### src/core/ulx_pkg.sv
// package for the serial line-mode extension block: register map, field layout,
// mode codes, timing fractions and the packed state of the top module.
// assumes a transceiver core beside it that supplies a 16x oversample tick.
package ulx_pkg;

   // register byte addresses on the plain register port
   localparam logic [7:0] ADDR_CMD = 8'h00;    // command register, write-only
   localparam logic [7:0] ADDR_MODE = 8'h04;   // line mode register
   localparam logic [7:0] ADDR_STAT = 8'h14;   // channel status register, read-only
   localparam logic [7:0] ADDR_GUARD = 8'h28;  // guard time length in bit periods
   localparam logic [7:0] ADDR_IRF = 8'h4C;    // ir filter register

   // mode codes held in the line mode register
   localparam logic [3:0] MODE_NORMAL = 4'h0;
   localparam logic [3:0] MODE_LINE_DRV = 4'h1;
   localparam logic [3:0] MODE_MODEM = 4'h3;
   localparam logic [3:0] MODE_IR = 4'h8;
   localparam logic [3:0] MODE_SPI_MST = 4'hE;
   localparam logic [3:0] MODE_SPI_SLV = 4'hF;

   // line mode register fields
   localparam int MODE_LSB = 0;         // mode code, 4 bits
   localparam int MODE_FILTER_BIT = 4;  // ir receive majority filter
   localparam int MODE_NACK_LIM_BIT = 5; // nack_limit_enable
   localparam int MODE_RETRY_EXHAUSTED_FLAG_LSB = 8;    // retry limit field
   localparam int RETRY_EXHAUSTED_FLAG_W = 3;

   // command register bits, each acts when written as one
   localparam int CMD_CLR_RETRY = 0;    // clear_retry_flag_cmd
   localparam int CMD_DTR_ASSERT = 1;   // terminal_ready_assert_cmd
   localparam int CMD_DTR_RELEASE = 2;  // terminal_ready_release_cmd

   // channel status register fields
   localparam int STAT_RETRY = 0;       // retry_exhausted_flag
   localparam int STAT_CHG_LSB = 2;     // cts, set ready, carrier, ring change flags
   localparam int STAT_LVL_LSB = 8;     // present cts, dsr, dcd, ri levels
   localparam int STAT_TX_HOLD = 12;    // transmitter held off by cts
   localparam int STAT_NSS = 13;        // present select line level

   // synchroniser lane order
   localparam int IN_RXD = 0;
   localparam int IN_CTS = 1;
   localparam int IN_W = 5;

   // oversampling and infrared timing
   localparam logic [3:0] OS_LAST = 4'hF;       // 16 oversample ticks per bit
   localparam logic [3:0] IR_PULSE_OS = 4'h3;   // zero bit pulse is 3 of 16 ticks
   localparam int unsigned IR_MIN_BPS = 2400;   // lowest supported infrared rate
   localparam int unsigned IR_MAX_BPS = 115200; // highest supported infrared rate

   // reset values
   localparam logic DTR_RESET = 1'b1;           // terminal ready released
   localparam logic [7:0] BYTE_RESET = 8'h00;

   // select line sequencer for peripheral-interface master mode
   typedef enum logic [1:0] {NSS_IDLE, NSS_LEAD, NSS_XFER, NSS_TRAIL} ulx_nss_t;

   // whole state of the top module
   typedef struct packed {
      logic [3:0] mode;
      logic rx_filt;
      logic nack_lim;
      logic [RETRY_EXHAUSTED_FLAG_W-1:0] max_retry_exhausted_flag;
      logic [7:0] guard;
      logic [7:0] ir_filter;
      logic retry_flag;
      logic [RETRY_EXHAUSTED_FLAG_W-1:0] tx_cnt;
      logic [RETRY_EXHAUSTED_FLAG_W-1:0] rx_cnt;
      logic [3:0] chg;
      logic [IN_W-1:0] s1;
      logic [IN_W-1:0] s2;
      logic [IN_W-1:0] s3;
      logic [IN_W-1:0] lvl;
      logic [1:0] rx_hist;
      logic rx_prev;
      logic [3:0] phase;
      logic tx_bit;
      logic [7:0] ir_cnt;
      logic ir_run;
      logic ir_force;
      logic [3:0] ir_ticks;
      logic rx_out;
      logic txd;
      logic tx_idle_d;
      logic [7:0] gcnt;
      logic rts;
      logic dtr;
      logic tx_hold;
      ulx_nss_t nss_st;
      logic resend;
      logic nack;
      logic accept;
      logic spi_go;
      logic [31:0] rdata;
   } ulx_state_t;

endpackage : ulx_pkg

### src/core/ulx_line_ext.sv
// line-mode extensions for a serial transceiver: smart-card repetition and
// nack limiting, infrared modulator and demodulator, line-driver enable,
// terminal-side modem lines and the master select line.
// assumes a transceiver core on the same clock that reports character ends,
// nacks and parity errors as one-cycle pulses and gives a 16x oversample tick.
//
// How it works
// - nonzero retry limit resends nacked characters
// - limit reached sets flag; command clears it
// - nack limit: accept character, set flag
// - mode 0x8 is infrared, fixed 8N1
// - infrared from 2.4 to 115.2 kbit/s
// - zero bit sends a 3/16 pulse
// - 8-bit counter runs from receive falling edge
// - rising edge stops and reloads the counter
// - counter at zero forces receive low one bit
// - filter bit takes majority of three samples
// - mode 0x1 is line-driver control
// - request-to-send is inverse of transmitter idle
// - request-to-send held high for guard time
// - mode 0x3 is terminal-side modem mode
// - commands assert or release terminal ready
// - modem input change sets its change flag
// - status read clears the four change flags
// - cts high stops transmitter after current character
// - modes 0xE and 0xF are master and slave
// - master drives a single select output
// - receiver nack is one low bit in guard
// - select low one bit before, high one after
//
// The register addresses and the address-and-strobe port were left to the implementer.
module ulx_line_ext (
   // clock, reset and clock enable
   input wire logic I_CORE_CLK,
   input wire logic I_RSTN,
   input wire logic I_CLK_EN,
   // register port
   input wire logic [7:0] I_ADDR,
   input wire logic [31:0] I_WDATA,
   input wire logic I_WR,
   input wire logic I_RD,
   output logic [31:0] O_RDATA,
   // transceiver core status
   input wire logic I_OS_TICK,
   input wire logic I_TX_SERIAL,
   input wire logic I_TX_IDLE,
   input wire logic I_TX_BUSY,
   input wire logic I_TX_CHAR_DONE,
   input wire logic I_TX_NACK,
   input wire logic I_RX_CHAR_DONE,
   input wire logic I_RX_PAR_ERR,
   input wire logic I_SPI_REQ,
   // transceiver core control
   output logic O_RX_SERIAL,
   output logic O_TX_RESEND,
   output logic O_RX_SEND_NACK,
   output logic O_RX_ACCEPT,
   output logic O_TX_HOLD,
   output logic O_SPI_GO,
   output logic O_IR_MODE,
   output logic O_SPI_MASTER,
   output logic O_SPI_SLAVE,
   // pins
   input wire logic I_RXD,
   input wire logic I_CTS,
   input wire logic I_DSR,
   input wire logic I_DCD,
   input wire logic I_RI,
   output logic O_TXD,
   output logic O_RTS,
   output logic O_DTR
);

   ulx_pkg::ulx_state_t q;       // registered state
   ulx_pkg::ulx_state_t next_q;  // next state

   // majority of three samples
   function automatic logic maj3(input logic a, input logic b, input logic c);
      maj3 = (a & b) | (a & c) | (b & c);
   endfunction

   // saturating-free decrement of an 8-bit count
   function automatic logic [7:0] dec8(input logic [7:0] v);
      dec8 = v - 8'h01;
   endfunction

   // mode decodes, plain compares against the held mode code
   logic is_ir;
   logic is_line_drv;
   logic is_modem;
   logic is_spi_mst;
   logic is_spi_slv;
   assign is_ir = (q.mode == ulx_pkg::MODE_IR);
   assign is_line_drv = (q.mode == ulx_pkg::MODE_LINE_DRV);
   assign is_modem = (q.mode == ulx_pkg::MODE_MODEM);
   assign is_spi_mst = (q.mode == ulx_pkg::MODE_SPI_MST);
   assign is_spi_slv = (q.mode == ulx_pkg::MODE_SPI_SLV);

   // next-state logic for the whole block
   always_comb begin
      logic [ulx_pkg::IN_W-1:0] lvl_new;
      logic rx_smp;
      logic bit_tick;
      logic wr_cmd;
      logic [3:0] chg_set;
      lvl_new = q.lvl;
      rx_smp = 1'b1;
      bit_tick = 1'b0;
      wr_cmd = 1'b0;
      chg_set = 4'h0;
      next_q = q;

      // one-cycle strobes default low
      next_q.resend = 1'b0;
      next_q.nack = 1'b0;
      next_q.accept = 1'b0;
      next_q.spi_go = 1'b0;

      // register writes
      if (I_WR) begin
         case (I_ADDR)
            ulx_pkg::ADDR_CMD: begin
               wr_cmd = 1'b1;
            end
            ulx_pkg::ADDR_MODE: begin
               next_q.mode = I_WDATA[ulx_pkg::MODE_LSB +: 4];
               next_q.rx_filt = I_WDATA[ulx_pkg::MODE_FILTER_BIT];
               next_q.nack_lim = I_WDATA[ulx_pkg::MODE_NACK_LIM_BIT];
               next_q.max_retry_exhausted_flag = I_WDATA[ulx_pkg::MODE_RETRY_EXHAUSTED_FLAG_LSB +: ulx_pkg::RETRY_EXHAUSTED_FLAG_W];
            end
            ulx_pkg::ADDR_GUARD: begin
               next_q.guard = I_WDATA[7:0];
            end
            ulx_pkg::ADDR_IRF: begin
               next_q.ir_filter = I_WDATA[7:0];
            end
            default: begin
               // unmapped writes are dropped
            end
         endcase
      end

      // terminal ready commands; a write of both leaves the line released
      if (wr_cmd && I_WDATA[ulx_pkg::CMD_DTR_ASSERT]) begin
         next_q.dtr = 1'b0;
      end
      if (wr_cmd && I_WDATA[ulx_pkg::CMD_DTR_RELEASE]) begin
         next_q.dtr = 1'b1;
      end

      // pin synchronisers: a change counts once stages two and three agree
      next_q.s1 = {I_RI, I_DCD, I_DSR, I_CTS, I_RXD};
      next_q.s2 = q.s1;
      next_q.s3 = q.s2;
      for (int i = 0; i < ulx_pkg::IN_W; i++) begin
         if (q.s2[i] == q.s3[i]) begin
            lvl_new[i] = q.s3[i];
         end
      end
      next_q.lvl = lvl_new;

      // modem input changes; cts, dsr, dcd, ri sit above the receive lane
      chg_set = lvl_new[ulx_pkg::IN_W-1:ulx_pkg::IN_CTS] ^ q.lvl[ulx_pkg::IN_W-1:ulx_pkg::IN_CTS];
      if (is_modem) begin
         next_q.chg = q.chg | chg_set;
      end

      // oversample phase; bit tick closes each 16-tick bit period
      if (I_OS_TICK) begin
         next_q.phase = q.phase + 4'h1;
         bit_tick = (q.phase == ulx_pkg::OS_LAST);
      end

      // receive sample, with optional three-sample majority
      next_q.rx_hist = {q.rx_hist[0], q.lvl[ulx_pkg::IN_RXD]};
      if (q.rx_filt) begin
         rx_smp = maj3(q.lvl[ulx_pkg::IN_RXD], q.rx_hist[0], q.rx_hist[1]);
      end else begin
         rx_smp = q.lvl[ulx_pkg::IN_RXD];
      end
      next_q.rx_prev = rx_smp;

      // infrared demodulator: count the low pulse, reload when idle
      if (!q.ir_run) begin
         next_q.ir_cnt = q.ir_filter;
         if (is_ir && q.rx_prev && !rx_smp) begin
            next_q.ir_run = 1'b1;
         end
      end else if (!q.rx_prev && rx_smp) begin
         // short pulse ended early: treated as noise
         next_q.ir_run = 1'b0;
         next_q.ir_cnt = q.ir_filter;
      end else if (q.ir_cnt == ulx_pkg::BYTE_RESET) begin
         next_q.ir_run = 1'b0;
         next_q.ir_cnt = q.ir_filter;
         next_q.ir_force = 1'b1;
         next_q.ir_ticks = ulx_pkg::OS_LAST;
      end else begin
         next_q.ir_cnt = dec8(q.ir_cnt);
      end

      // forced low lasts 16 oversample ticks, one bit period
      if (q.ir_force && I_OS_TICK) begin
         if (q.ir_ticks == 4'h0) begin
            next_q.ir_force = 1'b0;
         end else begin
            next_q.ir_ticks = q.ir_ticks - 4'h1;
         end
      end

      // receiver input: demodulated in infrared, plain sample otherwise
      if (is_ir) begin
         next_q.rx_out = ~q.ir_force;
      end else begin
         next_q.rx_out = rx_smp;
      end

      // infrared modulator: latch each new bit, pulse only for a zero
      if (bit_tick) begin
         next_q.tx_bit = I_TX_SERIAL;
      end
      if (is_ir) begin
         // the light pulse is active high on the transmit pin
         next_q.txd = ~q.tx_bit && (q.phase < ulx_pkg::IR_PULSE_OS);
      end else begin
         next_q.txd = I_TX_SERIAL;
      end

      // clear first, so that a failure in this same cycle sets the flag again
      if (wr_cmd && I_WDATA[ulx_pkg::CMD_CLR_RETRY]) begin
         next_q.retry_flag = 1'b0;
      end

      // transmit repetition on nack, counting consecutive failures
      if (I_TX_CHAR_DONE) begin
         if (!I_TX_NACK) begin
            next_q.tx_cnt = '0;
         end else if (q.max_retry_exhausted_flag != '0) begin
            if (q.tx_cnt < q.max_retry_exhausted_flag) begin
               next_q.resend = 1'b1;
               next_q.tx_cnt = q.tx_cnt + 1'b1;
            end else begin
               next_q.retry_flag = 1'b1;
               next_q.tx_cnt = '0;
            end
         end
      end

      // receive nack generation, optionally capped by the retry limit
      if (I_RX_CHAR_DONE) begin
         if (!I_RX_PAR_ERR) begin
            next_q.accept = 1'b1;
            next_q.rx_cnt = '0;
         end else if (q.nack_lim && (q.rx_cnt >= q.max_retry_exhausted_flag)) begin
            next_q.accept = 1'b1;
            next_q.retry_flag = 1'b1;
            next_q.rx_cnt = '0;
         end else begin
            // the core drives one low bit inside the guard time
            next_q.nack = 1'b1;
            next_q.rx_cnt = q.rx_cnt + 1'b1;
         end
      end

      // line-driver guard: reload on the idle rise, count in bit periods
      next_q.tx_idle_d = I_TX_IDLE;
      if (I_TX_IDLE && !q.tx_idle_d) begin
         next_q.gcnt = q.guard;
      end else if (bit_tick && (q.gcnt != ulx_pkg::BYTE_RESET)) begin
         next_q.gcnt = dec8(q.gcnt);
      end

      // cts high: let the running character end, then hold the transmitter
      if (is_modem && lvl_new[ulx_pkg::IN_CTS]) begin
         if (!I_TX_BUSY) begin
            next_q.tx_hold = 1'b1;
         end
      end else begin
         next_q.tx_hold = 1'b0;
      end

      // master select sequencer, stepping on bit periods
      case (q.nss_st)
         ulx_pkg::NSS_IDLE: begin
            if (is_spi_mst && I_SPI_REQ) begin
               next_q.nss_st = ulx_pkg::NSS_LEAD;
            end
         end
         ulx_pkg::NSS_LEAD: begin
            if (bit_tick) begin
               next_q.nss_st = ulx_pkg::NSS_XFER;
               next_q.spi_go = 1'b1;
            end
         end
         ulx_pkg::NSS_XFER: begin
            if (I_TX_CHAR_DONE) begin
               next_q.nss_st = ulx_pkg::NSS_TRAIL;
            end
         end
         ulx_pkg::NSS_TRAIL: begin
            if (bit_tick) begin
               next_q.nss_st = ulx_pkg::NSS_IDLE;
            end
         end
         default: begin
            next_q.nss_st = ulx_pkg::NSS_IDLE;
         end
      endcase
      // leaving master mode drops any sequence in flight
      if (!is_spi_mst) begin
         next_q.nss_st = ulx_pkg::NSS_IDLE;
      end

      // request-to-send pin carries a different function per mode
      if (is_line_drv) begin
         // next count: the reload at the idle rise must not leave a one-cycle gap
         next_q.rts = ~I_TX_IDLE || (next_q.gcnt != ulx_pkg::BYTE_RESET);
      end else if (is_spi_mst) begin
         // single select output; more slaves need general outputs
         next_q.rts = (next_q.nss_st == ulx_pkg::NSS_IDLE);
      end else if (is_modem) begin
         // request raised while cts holds the transmitter off
         next_q.rts = q.tx_hold;
      end else begin
         next_q.rts = 1'b0;
      end

      // register reads, answered in the following cycle
      next_q.rdata = 32'h0000_0000;
      if (I_RD) begin
         case (I_ADDR)
            ulx_pkg::ADDR_MODE: begin
               next_q.rdata[ulx_pkg::MODE_LSB +: 4] = q.mode;
               next_q.rdata[ulx_pkg::MODE_FILTER_BIT] = q.rx_filt;
               next_q.rdata[ulx_pkg::MODE_NACK_LIM_BIT] = q.nack_lim;
               next_q.rdata[ulx_pkg::MODE_RETRY_EXHAUSTED_FLAG_LSB +: ulx_pkg::RETRY_EXHAUSTED_FLAG_W] = q.max_retry_exhausted_flag;
            end
            ulx_pkg::ADDR_STAT: begin
               next_q.rdata[ulx_pkg::STAT_RETRY] = q.retry_flag;
               next_q.rdata[ulx_pkg::STAT_CHG_LSB +: 4] = q.chg;
               next_q.rdata[ulx_pkg::STAT_LVL_LSB +: 4] = q.lvl[ulx_pkg::IN_W-1:ulx_pkg::IN_CTS];
               next_q.rdata[ulx_pkg::STAT_TX_HOLD] = q.tx_hold;
               next_q.rdata[ulx_pkg::STAT_NSS] = q.rts;
               // read clears the change flags, but a change now survives
               next_q.chg = is_modem ? chg_set : 4'h0;
            end
            ulx_pkg::ADDR_GUARD: begin
               next_q.rdata[7:0] = q.guard;
            end
            ulx_pkg::ADDR_IRF: begin
               next_q.rdata[7:0] = q.ir_filter;
            end
            default: begin
               // command and unmapped addresses read as zero
            end
         endcase
      end
   end

   // state register: synchronous reset, frozen while the clock enable is low
   always_ff @(posedge I_CORE_CLK) begin
      if (!I_RSTN) begin
         q <= '0;
         q.lvl <= '1;
         q.s1 <= '1;
         q.s2 <= '1;
         q.s3 <= '1;
         q.rx_hist <= 2'h3;
         q.rx_prev <= 1'b1;
         q.rx_out <= 1'b1;
         q.tx_bit <= 1'b1;
         q.tx_idle_d <= 1'b1;
         q.dtr <= ulx_pkg::DTR_RESET;
         q.ir_filter <= ulx_pkg::BYTE_RESET;
         q.nss_st <= ulx_pkg::NSS_IDLE;
      end else if (I_CLK_EN) begin
         q <= next_q;
      end
   end

   // outputs straight from the state
   assign O_RDATA = q.rdata;
   assign O_RX_SERIAL = q.rx_out;
   assign O_TX_RESEND = q.resend;
   assign O_RX_SEND_NACK = q.nack;
   assign O_RX_ACCEPT = q.accept;
   assign O_TX_HOLD = q.tx_hold;
   assign O_SPI_GO = q.spi_go;
   assign O_IR_MODE = is_ir;
   assign O_SPI_MASTER = is_spi_mst;
   assign O_SPI_SLAVE = is_spi_slv;
   assign O_TXD = q.txd;
   assign O_RTS = q.rts;
   assign O_DTR = q.dtr;

endmodule // ulx_line_ext

### config.mk
export PLATFORM = sky130hd
export DESIGN_NAME = ulx_line_ext
export DESIGN_NICKNAME = d
export VERILOG_FILES = /design/src/core/ulx_pkg.sv /design/src/core/ulx_line_ext.sv
export SDC_FILE = /design/constraint.sdc
export NUM_CORES = 1
export LEC_CHECK = 0
export ABC_AREA = 1
export BUFFER_PORTS_ARGS = -buffer_cell sky130_fd_sc_hd__buf_2
export CORE_UTILIZATION = 58
export CTS_CLUSTER_DIAMETER = 60
export DETAILED_ROUTE_END_ITERATION = 6
export GPL_ROUTABILITY_DRIVEN = 1
export GPL_TIMING_DRIVEN = 0
export PLACE_DENSITY = 0.82
export SLEW_MARGIN = 40
export SYNTH_ARGS = -nofsm -noshare
export SYNTH_HDL_FRONTEND = slang
export SYNTH_SLANG_ARGS = --single-unit
### constraint.sdc
create_clock -name I_CORE_CLK -period 4.7 [get_ports I_CORE_CLK]
set_input_delay 0.94 -clock I_CORE_CLK [delete_from_list [all_inputs] [get_ports I_CORE_CLK]]
set_output_delay 0.94 -clock I_CORE_CLK [all_outputs]
set_load 0.02 [all_outputs]
# --- Word-level counts from Yosys, hierarchy flattened ---
# Index checks and enable logic that the tools add are counted.
word_totals:
  register_bits: 112
  latchBits: 0
  ram_bits: 0
  mem_bits_ro: 0
  inputBits: 59
  out_inout_bits: 44
  memories: 0
classes:
  add_sub_neg: 6
  multipliers: 0
  div: 0
  n_lt_le_gt_ge: 3
  n_eq_ne: 20
  shift: 0
  mux: 69
  bitwise: 10
  n_reduce_logical: 36
op_table:
  columns: ["op", "n"]
  rows:
  - ["$mux 1", 35]
  - ["$mux 4", 7]
  - ["$mux 8", 3]
  - ["$mux 9", 2]
  - ["$eq 4x4->1 const B", 4]
  - ["$logic_not 8->1", 2]
  - ["$pmux 4 s4", 1]
  - ["$reduce_bool 8->1", 2]
  - ["$sub 8x1->8 const B", 2]
  - ["$mux 3", 5]
  - ["$mux 5", 3]
  - ["$mux 14", 1]
  - ["$logic_and 1x1->1", 13]
  - ["$mux 2", 6]
  - ["$reduce_and 2->1", 6]
  - ["$reduce_and 3->1", 4]
  - ["$eq 8x3->1 const B", 1]
  - ["$eq 8x5->1 const B", 1]
  - ["$eq 8x6->1 const B", 1]
  - ["$eq 8x7->1 const B", 1]
  - ["$pmux 2 s4", 1]
  - ["$add 3x1->3 const B", 2]
  - ["$mux 6", 1]
  - ["$pmux 3 s2", 1]
  - ["other kinds (26)", 39]

# --- Depth between registers and ports, before layout ---
depth:
  ltp_word: 12
  depth_mapped: 13
  depth_no_buf: 13

# --- Least setup slack after synthesis ---
# Ideal clock, no wire load.
synth_path:
  kind: "flip-flop to output port"
  start: "register q[126] (netlist bit)"
  end: "output O_SPI_SLAVE"
  arrival_time_ps: 1173
  t_required_ps: 3760
  path_slack_ps: 2587
  path_stages_with_launch: 3
  n_path_buf: 0
  path_cell_list: "dfxtp_1 > inv_1 > nor4_1"
synth_between:
  elab_chain_cells: 1
synth_lines:
  columns: ["item", "line_no", "text"]
  rows:
  - ["start: declaration", "ulx_line_ext.sv:74", "ulx_pkg::ulx_state_t q;"]
  - ["start signal: assignment", "ulx_line_ext.sv:377", "q <= next_q;"]
  - ["$eq 4x4->1", "ulx_line_ext.sv:97", "assign is_spi_slv = (q.mode == ulx_pkg::MODE_SPI_SLV);"]
  - ["end: declaration", "ulx_line_ext.sv:62", "output logic O_SPI_SLAVE,"]
# No other way between the ends.

# --- Worst setup path in the final report ---
# Same ends and word-level chain as after synthesis.

==> flow_summary.rst <==
.. list-table::
   :header-rows: 1

   * - Metric
     - Value
   * - Detail Placement HPWL
     - 12.4 mm
   * - Row Count
     - 36
   * - Min-Delay Path Depth
     - 2
   * - Final global-route overflow total
     - 0
   * - Filler cell count in the final layout
     - 879
   * - Run status
     - completed
   * - Overall power
     - 0.00186 W
   * - Final wirelength
     - approximately 16 mm
   * - Routed wire length per instance
     - roughly 16 µm
   * - Clock insertion delay at the later pin of the skew report
     - 390 ps
   * - Max-slew headroom
     - 45.4%
   * - Total number of nets in the final design
     - 962
   * - Worst hold-check slack
     - 470 ps
   * - Synthesized netlist cell count
     - 801
   * - Kind of start point of the critical path
     - flop
   * - Dominant synthesized flop cell
     - sky130_fd_sc_hd__dfxtp_1
   * - Destination of the worst hold path
     - O_TX_RESEND
   * - Via count
     - 5712
   * - FF-to-FF setup slack
     - 2760 ps
   * - Async SR Flop Fraction
     - 0%
   * - Gpl congestion
     - 0.947
   * - Die area
     - 0.0103 mm²
   * - Number of buffers added on ports
     - 61
   * - Clock tree root driver cell
     - sky130_fd_sc_hd__clkbuf_8
   * - Core Box Area
     - 0.00968 mm²
   * - Antenna violations before repair
     - 0
   * - Data required time at the worst endpoint
     - 3760 ps
   * - Worst hold path startpoint
     - O_TX_RESEND
   * - Static leakage
     - 2.92 nW
   * - Max-cap violations
     - 0
   * - Clock buffers created by TritonCTS
     - 9
   * - Internal power contribution
     - around 0.0013 W
   * - Fraction of power spent switching nets
     - 29.1%
   * - Max Used Layer
     - met4
   * - Time the worst path needs with I/O delays and setup
     - 2580 ps
   * - Non-Filler Cell Area, Final
     - 0.00651 mm²
   * - CP arrival
     - 1640 ps
   * - Power per cell area
     - 285 mW/mm²
   * - Register clock-pin slew on the reported worst setup and hold paths
     - around 110 ps
   * - Clock Sinks
     - 112
   * - Total number of H-tree levels
     - 3
   * - Endpoint of the worst-slack reg-to-reg timing path
     - O_RTS
   * - Final number of setup-violating endpoints
     - 0
   * - Detailed route wirelength on metal3
     - 1.31 mm
   * - Cell area reported after detailed placement
     - 0.00630 mm²
   * - DRC violation count after routing
     - 0
   * - Number of warnings issued by yosys
     - 0
   * - Number of buffers between clock root and the deepest sink
     - 2
   * - Launch instance of the worst register-to-register path
     - q[67]
   * - Layout overhead on the synthesized area
     - 12.9%
   * - Final Max Tran Viols
     - 0
   * - Maximum number of pins on one net before global-route repair
     - 21
   * - Sequential Power Share
     - 53.9%
   * - First-pass GRT wire length
     - roughly 25 mm
   * - Distinct cell type count of the synthesized netlist
     - 44
   * - Resized cells post-CTS
     - 0
   * - Via-per-instance ratio
     - 5.56
   * - Clock group share of total power
     - between 30% and 40%
   * - Critical setup path kind
     - flop to output pin
   * - Total GRT Usage
     - 32.5%
   * - Worst R2R Path Depth
     - 12
   * - Maximum ir drop on the vdd rail
     - 0.147 mV
   * - Number of ports placed on the die boundary
     - 103
   * - Fraction of layout instances using a drive strength above 1
     - 16.2%
   * - Synth Register Bits
     - 112
   * - Synth Area per Inst
     - 7.19 µm²
   * - Count of flip-flops with a built-in enable after synthesis
     - 0
   * - Proportion of power drawn by combinational gates
     - 12.9%
   * - Post-synth design cell area
     - 0.00576 mm²
   * - Post-Route Skew
     - 8.32 ps
   * - Starting DRT DRC Count
     - roughly 400
   * - Post-layout utilization of the core
     - 67.2%
   * - Type of the worst min-delay path
     - flop to flop
   * - Achievable frequency
     - approximately 390 MHz
   * - Setup_tns
     - 0 ps
   * - Met1 wire length
     - 6.72 mm
   * - Antenna cells
     - 0
   * - Fraction of the yosys area taken by sequential cells
     - 38.9%
   * - Tcrit/Tclk final
     - a little over half
   * - RSZ-0062 raised after global routing
     - no
   * - CTS hold repair buffers
     - 0
   * - Pre-Repair DR Iteration Count
     - 5
   * - Die Span X
     - 102 µm
   * - Effective utilization at floorplan
     - 59.5%
   * - Final Hold Vio Count
     - 0
   * - WL met2
     - 7.41 mm
   * - Number of buffers added for setup after CTS
     - 0
   * - Height of the die
     - roughly 100 µm
   * - Endpoint kind of the worst setup timing path
     - output pin
   * - Vias in the first global route
     - just over 5k
   * - Maximum fanout along the worst path
     - 6
   * - Sw power
     - 0.000540 W
   * - Count of nets left with antenna violations after detail routing
     - 0
   * - Worst-Margin Slew
     - 812 ps
   * - CTS tree
     - yes
state kept, by name, indices dropped and copies added, names as in the netlist:
| signal | cells |
|---|---|
| q | 77 |
| O_RDATA | 14 |
| next_q | 12 |
| O_DTR | 1 |
| O_RTS | 1 |
| O_RX_ACCEPT | 1 |
| O_RX_SEND_NACK | 1 |
| O_RX_SERIAL | 1 |
| O_SPI_GO | 1 |
| O_TXD | 1 |
| O_TX_HOLD | 1 |
| O_TX_RESEND | 1 |
synth_stat cells (3+ instances only):
library cell | n | area (µm²)
sky130_fd_sc_hd__nand2_1 | 174 | 653
sky130_fd_sc_hd__dfxtp_1 | 112 | 2240
sky130_fd_sc_hd__inv_1 | 84 | 315
sky130_fd_sc_hd__a21oi_1 | 78 | 390
sky130_fd_sc_hd__o21ai_0 | 64 | 320
sky130_fd_sc_hd__nor2_1 | 56 | 210
sky130_fd_sc_hd__nand3_1 | 45 | 225
sky130_fd_sc_hd__buf_4 | 33 | 248
sky130_fd_sc_hd__clkbuf_1 | 24 | 90.1
sky130_fd_sc_hd__nor3_1 | 16 | 80.1
sky130_fd_sc_hd__ha_1 | 13 | 163
sky130_fd_sc_hd__o211ai_1 | 11 | 82.6
sky130_fd_sc_hd__nand4_1 | 10 | 62.6
sky130_fd_sc_hd__inv_2 | 7 | 26.3
sky130_fd_sc_hd__a22oi_1 | 6 | 45.0
sky130_fd_sc_hd__nor2_4 | 6 | 67.6
sky130_fd_sc_hd__xor2_1 | 6 | 52.6
sky130_fd_sc_hd__nor2_2 | 5 | 31.3
sky130_fd_sc_hd__a211oi_1 | 4 | 30.0
sky130_fd_sc_hd__a31oi_1 | 4 | 25.0
sky130_fd_sc_hd__xnor2_1 | 4 | 35.0
sky130_fd_sc_hd__nand2_2 | 3 | 18.8
sky130_fd_sc_hd__o311ai_0 | 3 | 26.3
cells by family (layout without fill, tap and decap cells):
logic type      Yosys count  after routing  synth area share, %
other cells               1             18               0.0651
flops                   112            112                 38.9
buf+inv                 154            231                 12.6
fa+ha+maj                14             14                 3.00
xor+xnor                 10             10                 1.52
compound gates          185            185                 18.3
simple gates            325            325                 25.6
placed cells by master, fill, tap and decap left out, types with 6 or more instances in the layout:
cell                       Yosys  final
sky130_fd_sc_hd__nor3_1       16     16
sky130_fd_sc_hd__nand2_1     174    174
sky130_fd_sc_hd__inv_2         7      7
sky130_fd_sc_hd__inv_1        84     84
sky130_fd_sc_hd__clkbuf_1     24     24
sky130_fd_sc_hd__o211ai_1     11     11
sky130_fd_sc_hd__clkbuf_8      0      9
sky130_fd_sc_hd__buf_2         2     63
sky130_fd_sc_hd__a22oi_1       6      6
sky130_fd_sc_hd__buf_4        33     33
sky130_fd_sc_hd__dfxtp_1     112    112
sky130_fd_sc_hd__xor2_1        6      6
sky130_fd_sc_hd__o21ai_0      64     64
sky130_fd_sc_hd__ha_1         13     13
sky130_fd_sc_hd__conb_1        1     18
sky130_fd_sc_hd__nand3_1      45     45
sky130_fd_sc_hd__nand4_1      10     10
sky130_fd_sc_hd__nor2_4        6      6
sky130_fd_sc_hd__nor2_1       56     56
sky130_fd_sc_hd__a21oi_1      78     78
area by class of cell:
class | instances | area, µm² | area share, %
sequential | 112 | 2240 | 34.4
timing repair buffer | 61 | 305 | 4.69
multi-input combinational | 552 | 2860 | 43.9
clock buffer | 9 | 124 | 1.90
buffer | 61 | 370 | 5.69
clock inverter | 7 | 86.3 | 1.33
tap | 133 | 166 | 2.56
inverter | 93 | 354 | 5.44
power groups by stage:
stage	Combinational, W	Sequential (W)	Clock (W)
after global routing	0.000266	0.00100	0.000659
after detailed placement	0.000234	0.00102	0
after CTS	0.000236	0.000999	0.000622
final	0.000239	0.00100	0.000617
after global placement	0.000227	0.00102	0
after floorplan	0.000165	0.00102	0
critical path: stages, from the launching register on:
cell                      delay, ps
sky130_fd_sc_hd__dfxtp_1        510
sky130_fd_sc_hd__inv_1          100
sky130_fd_sc_hd__nor4_1         390
sky130_fd_sc_hd__buf_2          250
stage by stage:
| step | setup slack, ps | cells |
|---|---|---|
| after floorplan | 2590 | 818 |
| after global placement | 2250 | 1012 |
| after detailed placement | 2220 | 1012 |
| after CTS | 2130 | 1028 |
| after global routing | 2050 | 1028 |
| final | 2120 | 1028 |
metal layers:
layer,track usage (%),vias up
met3,7.52,50
li1,-,2772
met5,0,-
met2,53.6,251
met4,15.8,0
met1,39.9,2639
how the worst max path moves through the flow:
stage / from / to / slack [ps]
after floorplan: q[126] / O_SPI_SLAVE / 2590
after global placement: I_TX_IDLE / O_RTS / 2250
after detailed placement: I_TX_IDLE / O_RTS / 2220
after CTS: q[126] / O_SPI_SLAVE / 2130
after global routing: q[126] / O_SPI_SLAVE / 2050
final: q[126] / O_SPI_SLAVE / 2120
Power figures use the tool's default switching activity.
